## src/core/freq_switch_pkg.sv

```systemverilog
// shared constants and types for the frequency window switch
package freq_switch_pkg;

  // ------------------------------------------------------------------
  // axi4-lite register byte offsets
  // ------------------------------------------------------------------
  localparam logic [7:0] CTRL_OFS   = 8'h00;
  localparam logic [7:0] UPPER_OFS  = 8'h04;
  localparam logic [7:0] LOWER_OFS  = 8'h08;
  localparam logic [7:0] FAIL_OFS   = 8'h0C;
  localparam logic [7:0] STATUS_OFS = 8'h10;
  localparam logic [7:0] PERIOD_OFS = 8'h14;

  // ------------------------------------------------------------------
  // control register fields
  // ------------------------------------------------------------------
  localparam int CTRL_LATCH_A_BIT = 0;
  localparam int CTRL_LATCH_B_BIT = 1;
  localparam int CTRL_INVERT_BIT  = 2;
  localparam int CTRL_FAILEN_BIT  = 3;
  localparam int CTRL_SLATCH_BIT  = 4;
  localparam int CTRL_SMODE_LSB   = 5;
  localparam int CTRL_SMODE_W     = 2;
  // every control bit reads as one after reset, like an open pin
  localparam logic [6:0] CTRL_RESET = 7'h7F;

  // ------------------------------------------------------------------
  // reset values and timing counts
  // ------------------------------------------------------------------
  localparam int          CNT_W        = 24;
  localparam logic [23:0] UPPER_RESET  = 24'h000FA0;
  localparam logic [23:0] LOWER_RESET  = 24'h001F40;
  localparam logic [23:0] FAIL_RESET   = 24'h013880;
  localparam int          CONFIRM_CYC  = 10;   // zero-crossings to confirm after the first
  localparam logic [3:0]  CONFIRM_LAST = 4'(CONFIRM_CYC - 1);

  // single-variant mode selector encoding (defaults for MODE_UPPER, MODE_LOWER, MODE_HYST)
  localparam logic [1:0] SMODE_UPPER = 2'h0;
  localparam logic [1:0] SMODE_LOWER = 2'h1;
  localparam logic [1:0] SMODE_HYST  = 2'h3;

  // band classification of one period sample
  typedef enum logic [1:0] {
    BAND_BELOW = 2'b00,
    BAND_IN    = 2'b01,
    BAND_ABOVE = 2'b11
  } band_e;

endpackage

```

## src/core/period_sampler.sv

```systemverilog
// period measurement between input zero-crossings
`timescale 1ns/1ps
module period_sampler
  import freq_switch_pkg::*;
#(
  parameter int W = CNT_W
) (
  input  wire logic         clk_i,
  input  wire logic         arst_n_i,
  input  wire logic         sig_i,
  output logic              sample_o,
  output logic [W-1:0]      period_o,
  output logic              stall_o
);

  typedef struct packed {
    logic         s1;
    logic         s2;
    logic         s3;
    logic [W-1:0] cnt;
    logic         sample;
    logic [W-1:0] period;
    logic         stall;
  } state_s;

  state_s q;
  state_s d;

  // ------------------------------------------------------------------
  // sync, edge detect, interval count
  // ------------------------------------------------------------------
  // every edge of the shaped input is one zero-crossing
  always_comb begin
    d        = q;
    d.s1     = sig_i;
    d.s2     = q.s1;
    d.s3     = q.s2;
    d.sample = 1'b0;
    if (q.s2 != q.s3) begin
      d.period = q.cnt;
      d.sample = 1'b1;
      d.cnt    = W'(1);
      d.stall  = 1'b0;
    end else if (q.cnt != {W{1'b1}}) begin
      d.cnt = q.cnt + W'(1);
    end else begin
      d.stall = 1'b1;  // saturated: no input at all
    end
  end

  always_ff @(posedge clk_i or negedge arst_n_i) begin
    if (!arst_n_i) begin
      q <= '0;
      q.stall <= 1'b1;
    end else begin
      q <= d;
    end
  end

  assign sample_o = q.sample;
  assign period_o = q.period;
  assign stall_o  = q.stall;

endmodule

```

## src/core/freq_window_switch.sv

```systemverilog
// frequency window switch: dual and single variants behind axi4-lite
// How it works
// - period is time between input zero-crossings
// - compare period, confirm by noise-rejecting counter
// - harmonic samples gated from the counter
// - below-band on with no or low input
// - reaching lower point: in-band on, below off
// - passing upper point: above on, in-band off
// - exactly one dual output active
// - both latch controls zero: unlatched
// - both one: latch above or below
// - first one only: latch above band
// - second one only: latch below band
// - latch clears on normal input, controls zero
// - inversion flips all three dual outputs
// - controls read one unless driven
// - lower at or below upper: no in-band state
// - single outputs complementary, off when low
// - mode selector picks upper, lower, hysteresis
// - upper datum: on at and above upper
// - lower datum: on at and above lower
// - hysteresis: on upper, off at lower
// - single latch control latches output low
// - response takes eleven zero-crossings
// - failure control zero ignores interruptions
// - failure control one forces low quickly
//
// Local design decisions: the register addresses and the AXI4-Lite interface to the registers.
`timescale 1ns/1ps
module freq_window_switch
  import freq_switch_pkg::*;
#(
  parameter logic [1:0] MODE_UPPER = SMODE_UPPER,
  parameter logic [1:0] MODE_LOWER = SMODE_LOWER,
  parameter logic [1:0] MODE_HYST  = SMODE_HYST
) (
  input  wire logic        CLK_SYS_I,
  input  wire logic        ARST_N_I,
  input  wire logic        SIG_I,
  output logic             BELOW_BAND_O,
  output logic             IN_BAND_O,
  output logic             ABOVE_BAND_O,
  output logic             SW_OUT1_O,
  output logic             SW_OUT2_O,
  input  wire logic        S_AXI_AWVALID,
  output logic             S_AXI_AWREADY,
  input  wire logic [7:0]  S_AXI_AWADDR,
  input  wire logic        S_AXI_WVALID,
  output logic             S_AXI_WREADY,
  input  wire logic [31:0] S_AXI_WDATA,
  input  wire logic [3:0]  S_AXI_WSTRB,
  output logic             S_AXI_BVALID,
  input  wire logic        S_AXI_BREADY,
  output logic [1:0]       S_AXI_BRESP,
  input  wire logic        S_AXI_ARVALID,
  output logic             S_AXI_ARREADY,
  input  wire logic [7:0]  S_AXI_ARADDR,
  output logic             S_AXI_RVALID,
  input  wire logic        S_AXI_RREADY,
  output logic [31:0]      S_AXI_RDATA,
  output logic [1:0]       S_AXI_RRESP
);

  typedef struct packed {
    // bus slave
    logic             aw_got;
    logic [7:0]       aw_addr;
    logic             w_got;
    logic [31:0]      w_data;
    logic [3:0]       w_strb;
    logic             bvalid;
    logic [1:0]       bresp;
    logic             rvalid;
    logic [31:0]      rdata;
    logic [1:0]       rresp;
    // configuration
    logic [6:0]       ctrl;
    logic [CNT_W-1:0] upper;
    logic [CNT_W-1:0] lower;
    logic [CNT_W-1:0] fail;
    // confirmation
    band_e            cand;
    logic [3:0]       conf;
    band_e            band;
    logic [CNT_W-1:0] last_p;
    logic             hyst_on;
    // latches
    logic             lat_above;
    logic             lat_below;
    logic             slat;
    logic             slat_armed;
    // failure timer
    logic [CNT_W-1:0] idle;
    // outputs
    logic             o_below;
    logic             o_in;
    logic             o_above;
    logic             o_s1;
    logic             o_s2;
  } state_s;

  state_s q;
  state_s d;

  logic             smp;
  logic [CNT_W-1:0] per;
  logic             stalled;

  // ------------------------------------------------------------------
  // period measurement
  // ------------------------------------------------------------------
  period_sampler #(
    .W (CNT_W)
  ) u_sampler (
    .clk_i    (CLK_SYS_I),
    .arst_n_i (ARST_N_I),
    .sig_i    (SIG_I),
    .sample_o (smp),
    .period_o (per),
    .stall_o  (stalled)
  );

  // ------------------------------------------------------------------
  // next state
  // ------------------------------------------------------------------
  always_comb begin
    logic       wr;
    logic       rd;
    logic       la;
    logic       lb;
    logic       fail_en;
    logic       failed;
    logic       harm;
    logic       s_on;
    logic       wide;
    band_e      sb;
    band_e      live;
    wr      = 1'b0;
    rd      = 1'b0;
    la      = 1'b0;
    lb      = 1'b0;
    fail_en = 1'b0;
    failed  = 1'b0;
    harm    = 1'b0;
    s_on    = 1'b0;
    wide    = 1'b0;
    sb      = BAND_BELOW;
    live    = BAND_BELOW;
    d       = q;

    // write channel: address and data taken in either order
    if (S_AXI_AWVALID && S_AXI_AWREADY) begin
      d.aw_got  = 1'b1;
      d.aw_addr = S_AXI_AWADDR;
    end
    if (S_AXI_WVALID && S_AXI_WREADY) begin
      d.w_got  = 1'b1;
      d.w_data = S_AXI_WDATA;
      d.w_strb = S_AXI_WSTRB;
    end
    if (q.bvalid && S_AXI_BREADY) begin
      d.bvalid = 1'b0;
    end
    wr = q.aw_got && q.w_got && !q.bvalid;
    if (wr) begin
      d.aw_got = 1'b0;
      d.w_got  = 1'b0;
      d.bvalid = 1'b1;
      d.bresp  = 2'b00;
      // low three bytes only, control low byte only; the other byte lanes are ignored
      unique case (q.aw_addr)
        CTRL_OFS:  if (q.w_strb[0]) d.ctrl = q.w_data[6:0];
        UPPER_OFS: for (int i = 0; i < 3; i++) begin
          if (q.w_strb[i]) d.upper[i*8 +: 8] = q.w_data[i*8 +: 8];
        end
        LOWER_OFS: for (int i = 0; i < 3; i++) begin
          if (q.w_strb[i]) d.lower[i*8 +: 8] = q.w_data[i*8 +: 8];
        end
        FAIL_OFS:  for (int i = 0; i < 3; i++) begin
          if (q.w_strb[i]) d.fail[i*8 +: 8] = q.w_data[i*8 +: 8];
        end
        STATUS_OFS, PERIOD_OFS: d.bresp = 2'b10;  // read-only
        default:   d.bresp = 2'b10;
      endcase
    end

    // read channel: one cycle to answer
    if (q.rvalid && S_AXI_RREADY) begin
      d.rvalid = 1'b0;
    end
    rd = S_AXI_ARVALID && S_AXI_ARREADY;
    if (rd) begin
      d.rvalid = 1'b1;
      d.rresp  = 2'b00;
      unique case (S_AXI_ARADDR)
        CTRL_OFS:   d.rdata = {25'h0000000, q.ctrl};
        UPPER_OFS:  d.rdata = {8'h00, q.upper};
        LOWER_OFS:  d.rdata = {8'h00, q.lower};
        FAIL_OFS:   d.rdata = {8'h00, q.fail};
        STATUS_OFS: d.rdata = {20'h00000, q.slat, q.lat_below, q.lat_above,
                               q.conf, q.o_s1, q.band, q.o_above, q.o_in};
        PERIOD_OFS: d.rdata = {8'h00, q.last_p};
        default: begin
          d.rdata = 32'h00000000;
          d.rresp = 2'b10;
        end
      endcase
    end

    la      = q.ctrl[CTRL_LATCH_A_BIT];
    lb      = q.ctrl[CTRL_LATCH_B_BIT];
    fail_en = q.ctrl[CTRL_FAILEN_BIT];

    // classify a sample: longer period means lower frequency
    if (smp) begin
      d.last_p = per;
      if (per <= q.upper) begin
        sb = BAND_ABOVE;
      end else if (per <= q.lower && q.lower > q.upper) begin
        sb = BAND_IN;
      end else begin
        sb = BAND_BELOW;
      end
      // a sample at or below half the previous, in a new band, is a harmonic artefact
      harm = (q.last_p != '0) && ({per, 1'b0} <= {1'b0, q.last_p}) &&
             (sb != q.band) && (sb != q.cand);
      if (!harm) begin
        if (sb == q.cand) begin
          if (q.conf != CONFIRM_LAST) begin
            d.conf = q.conf + 4'h1;
          end else begin
            d.band = sb;
          end
        end else begin
          d.cand = sb;
          d.conf = 4'h0;
        end
      end
    end

    // failure timer: run on a stalled input
    if (smp) begin
      d.idle = '0;
    end else if (q.idle != {CNT_W{1'b1}}) begin
      d.idle = q.idle + CNT_W'(1);
    end
    wide   = stalled || (q.idle >= q.fail);
    failed = fail_en && wide;
    if (failed || stalled) begin
      d.band = BAND_BELOW;
      d.cand = BAND_BELOW;
      d.conf = 4'h0;
    end
    // with failure off, only confirmed bands and a stalled sampler move outputs

    // dual latches
    live = d.band;
    if (!la && !lb) begin
      if (live != BAND_ABOVE) d.lat_above = 1'b0;
      if (live != BAND_BELOW) d.lat_below = 1'b0;
    end
    if (la && live == BAND_ABOVE) d.lat_above = 1'b1;
    if (lb && live == BAND_BELOW) d.lat_below = 1'b1;
    if (d.lat_above) begin
      live = BAND_ABOVE;
    end else if (d.lat_below) begin
      live = BAND_BELOW;
    end
    // one-hot by construction; one-cold when the invert bit is set
    d.o_below = (live == BAND_BELOW) ^ q.ctrl[CTRL_INVERT_BIT];
    d.o_in    = (live == BAND_IN) ^ q.ctrl[CTRL_INVERT_BIT];
    d.o_above = (live == BAND_ABOVE) ^ q.ctrl[CTRL_INVERT_BIT];

    // single variant: reuse the same confirmed band
    if (d.band == BAND_ABOVE) begin
      d.hyst_on = 1'b1;
    end else if (d.band == BAND_BELOW) begin
      d.hyst_on = 1'b0;
    end
    unique case (q.ctrl[CTRL_SMODE_LSB +: CTRL_SMODE_W])
      MODE_UPPER: s_on = (d.band == BAND_ABOVE);
      MODE_LOWER: s_on = (d.band != BAND_BELOW)
                         || (q.lower <= q.upper && d.band == BAND_ABOVE);
      MODE_HYST:  s_on = d.hyst_on;
      default:    s_on = (d.band == BAND_ABOVE);
    endcase
    // lower datum: a sample inside lower keeps a high output; with inverted points the band switches it at upper
    if (q.ctrl[CTRL_SMODE_LSB +: CTRL_SMODE_W] == MODE_LOWER && smp) begin
      s_on = (per <= q.lower) ? q.o_s1 | (d.band != BAND_BELOW) : s_on;
    end
    // latch low until high input and control zero
    if (!q.ctrl[CTRL_SLATCH_BIT]) begin
      if (s_on) d.slat = 1'b0;
      d.slat_armed = 1'b0;
    end else if (!s_on) begin
      d.slat = 1'b1;
    end
    d.o_s1 = s_on && !d.slat;
    d.o_s2 = !d.o_s1;

    if (failed) begin
      d.o_s1 = 1'b0;
      d.o_s2 = 1'b1;
    end
  end

  // ------------------------------------------------------------------
  // state register
  // ------------------------------------------------------------------
  always_ff @(posedge CLK_SYS_I or negedge ARST_N_I) begin
    if (!ARST_N_I) begin
      q         <= '0;
      q.ctrl    <= CTRL_RESET;
      q.upper   <= UPPER_RESET;
      q.lower   <= LOWER_RESET;
      q.fail    <= FAIL_RESET;
      q.slat    <= 1'b1;
      q.o_below <= 1'b0;  // inverted by default control
      q.o_in    <= 1'b1;
      q.o_above <= 1'b1;  // only below is active, as after release
      q.o_s2    <= 1'b1;
    end else begin
      q <= d;
    end
  end

  // ------------------------------------------------------------------
  // outputs
  // ------------------------------------------------------------------
  assign BELOW_BAND_O  = q.o_below;
  assign IN_BAND_O     = q.o_in;
  assign ABOVE_BAND_O  = q.o_above;
  assign SW_OUT1_O     = q.o_s1;
  assign SW_OUT2_O     = q.o_s2;
  assign S_AXI_AWREADY = !q.aw_got;
  assign S_AXI_WREADY  = !q.w_got;
  assign S_AXI_BVALID  = q.bvalid;
  assign S_AXI_BRESP   = q.bresp;
  assign S_AXI_ARREADY = !q.rvalid;
  assign S_AXI_RVALID  = q.rvalid;
  assign S_AXI_RDATA   = q.rdata;
  assign S_AXI_RRESP   = q.rresp;

endmodule

```

## config.mk

```make
export PLATFORM = sky130hd
export DESIGN_NAME = freq_window_switch
export DESIGN_NICKNAME = d
export VERILOG_FILES = /design/src/core/freq_switch_pkg.sv /design/src/core/period_sampler.sv /design/src/core/freq_window_switch.sv
export SDC_FILE = /design/constraint.sdc
export NUM_CORES = 1
export LEC_CHECK = 0
export ABC_AREA = 1
export BUFFER_PORTS_ARGS = -buffer_cell sky130_fd_sc_hd__buf_2
export CAP_MARGIN = 20
export CORE_MARGIN = 8
export CORE_UTILIZATION = 45
export DETAILED_ROUTE_END_ITERATION = 7
export GPL_TIMING_DRIVEN = 0
export SYNTH_ARGS = -nofsm -noshare
export SYNTH_HDL_FRONTEND = slang
export SYNTH_SLANG_ARGS = --single-unit
```

## constraint.sdc

```tcl
create_clock -name CLK_SYS_I -period 2.7 [get_ports CLK_SYS_I]
set_input_delay 0.135 -clock CLK_SYS_I [delete_from_list [all_inputs] [get_ports CLK_SYS_I]]
set_output_delay 0.135 -clock CLK_SYS_I [all_outputs]
set_load 0.01 [all_outputs]
```

; ---- Word-level counts from Yosys, hierarchy flattened
; Index checks and enable logic that the tools add are counted.
; W data, S select, Z words.
[totals]
wordCells = 180
regBits = 281
in_bits = 60
[classes]
bitwise = 4
n_addsub = 3
muxes = 45
reduce_logical = 56
eq_ne = 25
magnitude_cmp = 6
[ops]
columns = op, count
row1 = $pmux W24 S6, 1
row2 = $mux W24, 4
row3 = $le A24 B24 Y1, 3
row4 = $add A24 B1 Y24 const B, 2
row5 = $ne A24 B24 Y1 const B, 2
row6 = $mux W37, 1
row7 = $reduce_and A3 Y1, 12
row8 = $mux W35, 1
row9 = $eq A8 B4 Y1 const B, 4
row10 = $mux W32, 1
row11 = $le A25 B24 Y1, 1
row12 = $mux W25, 1
row13 = $ge A24 B24 Y1, 1
row14 = $gt A24 B24 Y1, 1
row15 = $reduce_bool A24 Y1, 1
row16 = $mux W2, 11
row17 = $logic_and A1 B1 Y1, 18
row18 = $mux W1, 18
row19 = $eq A8 B3 Y1 const B, 2
row20 = $eq A8 B5 Y1 const B, 2
row21 = $logic_not A8 Y1, 2
row22 = $mux W8, 2
row23 = $reduce_bool A2 Y1, 8
row24 = $mux W9, 1
row25 = 20 further kinds, 39

; ---- Depth between registers and ports, before layout
[logic_depth]
depth_word = 23
mapped_depth = 28

; ---- Cells and area by module
; Synthesis repeated with hierarchy kept, for this count alone.
[hier_totals]
cells_unflattened = 1866
hier_area_um2 = 15244.6
[modules_own_cells]
columns = module, area_each_um2, cells_per_inst, n_inst
row1 = freq_window_switch, 12538.3, 1522, 1
row2 = period_sampler, 2706.3, 344, 1

; ---- Worst setup path before layout
; No wires, ideal clock.
[synth_path]
kind = register to register
from = register q[123] (netlist bit)
to = register q (netlist bit IN_BAND_O)
arrival_time_ns = 2.562
period_less_slack_ns = 2.622
setup_slack_ns = 0.078
stages_incl_launch_ff = 26
required_time_ns = 2.640
path_buffers = 0
cell_sequence = dfstp_2 > inv_1 > ha_1 > nand2_1 > nand2_1 > nand2_1 > nand2_1 > nand2_1 > nand2_1 > nand2_1 > nand2_1 > o21ai_0 > nand2_1 > nand2_2 > nand3_4 > nor2_4 > nand2_1 > nand2_2 > nand2_2 > nand2_4 > nand2_2 > o21ai_4 > nand2_2 > nor2_1 > nand2_1 > nand2_1
[synth_lines]
columns = element, line
row1 = start: declaration, freq_window_switch.sv:102  ; state_s q;

==> impl_metrics.py <==
metrics = {
    "outcome": {
        "outcome": "finished, violations left",
        "failed_checks": "setup timing",
    },
    "yosys": {
        "async_flop_share_pct": 100,
        "synth_cell_types": 54,
        "synth_edf_count": 0,
        "synth_top_area_share_pct": 39.8,
        "synth_top_cell_by_area": "dfrtp_1",
        "synth-seq-cells": 262,
        "synthTopCellsByArea": "dfrtp_1 (40%), ha_1 (11%), nand2_1 (9.8%)",
        "syn_inst": 1774,
        "synth_ff_type": "dfrtp_1",
        "yosys_warnings": 0,
        "syn_area_per_cell_sq_um": 8.26,
        "syn_area_sq_um": 14600,
        "yosysSeqAreaShare_pct": 45.0,
    },
    "critical_path": {
        "crit_type": "register to register",
        "cp.required_ns": 3.19,
        "crit_fanout": 5,
        "worstSetupEndpointType": "register",
        "cp.arrival_ns": 3.52,
        "cp-start-kind": "register",
    },
    "cts": {
        "path_clk_slew_ns": 0.06,
        "cts_root_buffer": "clkbuf_16",
        "htreeDepth": 1,
        "cts.path.max_buffers": 3,
        "cts_made_buffers": 30,
        "cts_tree": "built",
        "cts.sinks": 262,
        "worstSkewPairLatency_ns": 0.57,
    },
    "place": {
        "gp_congestion": 0.949,
        "io_buffers": 86,
        "dpl.hpwl_um": 32200,
    },
    "die": {
        "die_w_um": 196,
        "core_area_sq_um": 32300,
        "die_h_um": 196,
        "num_rows": 66,
        "dieArea_sq_um": 38600,
        "io_pins": 106,
        "start_util_pct": 45.4,
    },
    "timing": {
        "slew_headroom_pct": 42.7,
        "setup_slack_ns": -0.330,
        "finalSetupTns_ns": -3.34,
        "skew_ns": 0.0202,
        "hold_viol_final": 0,
        "max_freq_mhz": 330,
        "fin_crit_sh_pct": 112,
        "drv_slew": 0,
        "setup_viol": 15,
        "worst_pin_slew_ns": 0.859,
        "holdWs_ns": 0.111,
        "fin_crit_ns": 3.03,
        "grt_setup_unrepaired": "yes",
    },
    "power": {
        "power_density_nw_per_um2": 870,
        "power_mw": 15.7,
        "total_leakage_power_nw": 8.65,
        "vdd_drop_max_mv": 0.632,
    },
    "route": {
        "wl_per_cell_um": 17.4,
        "via_count": 12800,
        "avgViaCountPerCell": 5.21,
        "firstDrtPassIters": 5,
        "postRouteAntennaNets": 0,
        "drt_wl_total_um": 42800,
        "drc_errors": 0,
        "drt_iter0_drc": 955,
    },
    "cells_and_area": {
        "final_core_util_pct": 55.8,
        "drive_gt1_share_pct": 19.5,
        "diodes": 0,
        "nets": 2172,
        "syn_to_final_growth_pct": 23.0,
    },
    "global_route": {
        "grt_start_max_net_pins": 116,
        "overflow": 0,
        "antenna_found_initial": 0,
        "track_usage_pct": 21.9,
        "grt_pass1_vias": 12400,
        "grt_first_pass_wirelength_um": 67700,
    },
    "job": {
        "max_cap_viol_count": 0,
    },
    "worst_hold_path": {
        "hp-class": "primary input to asynchronous set/reset pin",
    },
}
## state kept, by name (all words and copies together), names as in the netlist
| register | flops |
|---|---|
| SW_OUT1_O | 1 |
| u_sampler.sample_o | 1 |
| IN_BAND_O | 1 |
| S_AXI_BRESP | 1 |
| BELOW_BAND_O | 1 |
| u_sampler.d | 2 |
| S_AXI_RVALID | 1 |
| S_AXI_RDATA | 24 |
| S_AXI_RRESP | 1 |
| S_AXI_BVALID | 1 |
| u_sampler.q | 25 |
| u_sampler.period_o | 24 |
| u_sampler.stall_o | 1 |
| SW_OUT2_O | 1 |
| ABOVE_BAND_O | 1 |
| q | 176 |
## power by group
part | internal, mW | switching, mW
Sequential | 4.76 | 0.589
Combinational | 2.47 | 3.68
Clock | 2.52 | 1.66
Total | 9.75 | 5.93
## what timing repair did
action                     4_1_cts  5_1_grt
gates cloned                     0        0
hold endpoints to repair       175        0
buffers inserted                21       23
setup endpoints to repair       19       94
hold buffers                    40        0
gates resized for setup         41       83
pin swaps                       27       52
## Yosys cell counts (18+ instances only)
cell type / count
nand2_1: 384
inv_1: 237
dfrtp_1: 233
o21ai_0: 193
a21oi_1: 129
ha_1: 123
nor2_1: 101
clkbuf_1: 44
nand3_1: 43
nor3_1: 40
buf_4: 36
dfstp_2: 29
nand4_1: 21
o22ai_1: 21
nor4_1: 18
## cell type report
type	instances	area, sq um
clock inverter	12	155
tap	442	553
inverter	244	923
timing repair buffer	174	1250
clock buffer	44	873
multi-input combinational	1196	7230
fill	2965	14300
sequential	262	6600
buffer	81	439
## placed cells by master, fill, tap and decap left out, types with 5 or more instances in the layout
cell	n
mux2_2	6
a31oi_1	7
dfrtp_2	5
ha_1	109
clkbuf_1	51
nor3_1	33
dlygate4sd3_1	40
o21ai_0	188
nor2_4	7
clkbuf_8	7
a21oi_1	126
buf_2	86
nand2_1	366
nor2_1	84
conb_1	10
dfrtp_1	228
o21ai_1	14
a211oi_1	8
clkbuf_16	30
ha_4	13
nor2_2	19
buf_4	78
o22ai_1	21
nand2_2	24
nor4_1	14
inv_2	19
clkinv_2	5
nand3_2	7
nand3_1	38
inv_1	222
dfstp_2	29
nor3_2	5
o21a_1	6
a221oi_1	7
nand4_1	21
nand2_4	7
## stage by stage
stage / std cells / cell area (sq um) / worst slack (ns)
after floorplan: 1783 / 14700 / 0.0777
after global placement: 2311 / 15700 / -3.37
after detailed placement: 2314 / 15700 / -0.470
after CTS: 2431 / 17500 / -0.333
after global routing: 2455 / 18000 / -0.476
final: 2455 / 18000 / -0.330
## worst max-delay path: stages, from the launching register on
cell and delay (ns):
dfrtp_2 0.43, ha_1 0.31, nand4_1 0.21, nor3_4 0.25
nand2_1 0.12, a21oi_2 0.20, nor2_4 0.08, nor2_8 0.16
nand2_2 0.07, nand2_2 0.10, nand3_4 0.09, nor2_4 0.12
nand2_2 0.06, nand2_2 0.09, nand2_4 0.07, nand2_4 0.10
nand2_4 0.06, o21ai_4 0.10, nand2_2 0.10, nor2_2 0.11
nand2_1 0.05, nand2_1 0.07
## logic make-up after synthesis
kind of cell | Yosys count | synth area share [%]
compound gates | 408 | 15.3
buf+inv | 325 | 9.25
simple gates | 645 | 19.2
other cells | 1 | 0.0256
mux | 6 | 0.461
fa+ha+maj | 123 | 10.5
flops | 262 | 45.0
xor+xnor | 4 | 0.239
## routing by layer
layer / vias to the layer above / share of wire (%) / track usage [%]
li1: 6293 / - / -
met1: 6057 / 47 / 31.2
met2: 361 / 45 / 34.2
met3: 79 / 5.0 / 2.64
met4: 0 / 3.0 / 7.13
met5: - / 0 / 0
## path summary, 6_finish.rpt
check | cells past startpoint | startpoint | slack (ns) | to
max | 21 | u_sampler.period_o[22] | -0.33 | IN_BAND_O
min | 2 | ARST_N_I | 0.11 | q[193]
max reg2reg | 21 | u_sampler.period_o[22] | -0.33 | IN_BAND_O
min reg2reg | 0 | u_sampler.d[51] | 0.35 | u_sampler.d[50]
max in group asynchronous | 3 | ARST_N_I | 1.55 | u_sampler.period_o[20]
min in group CLK_SYS_I | 4 | S_AXI_AWVALID | 0.12 | q[228]
No activity file was read; power rests on OpenSTA's default activity.
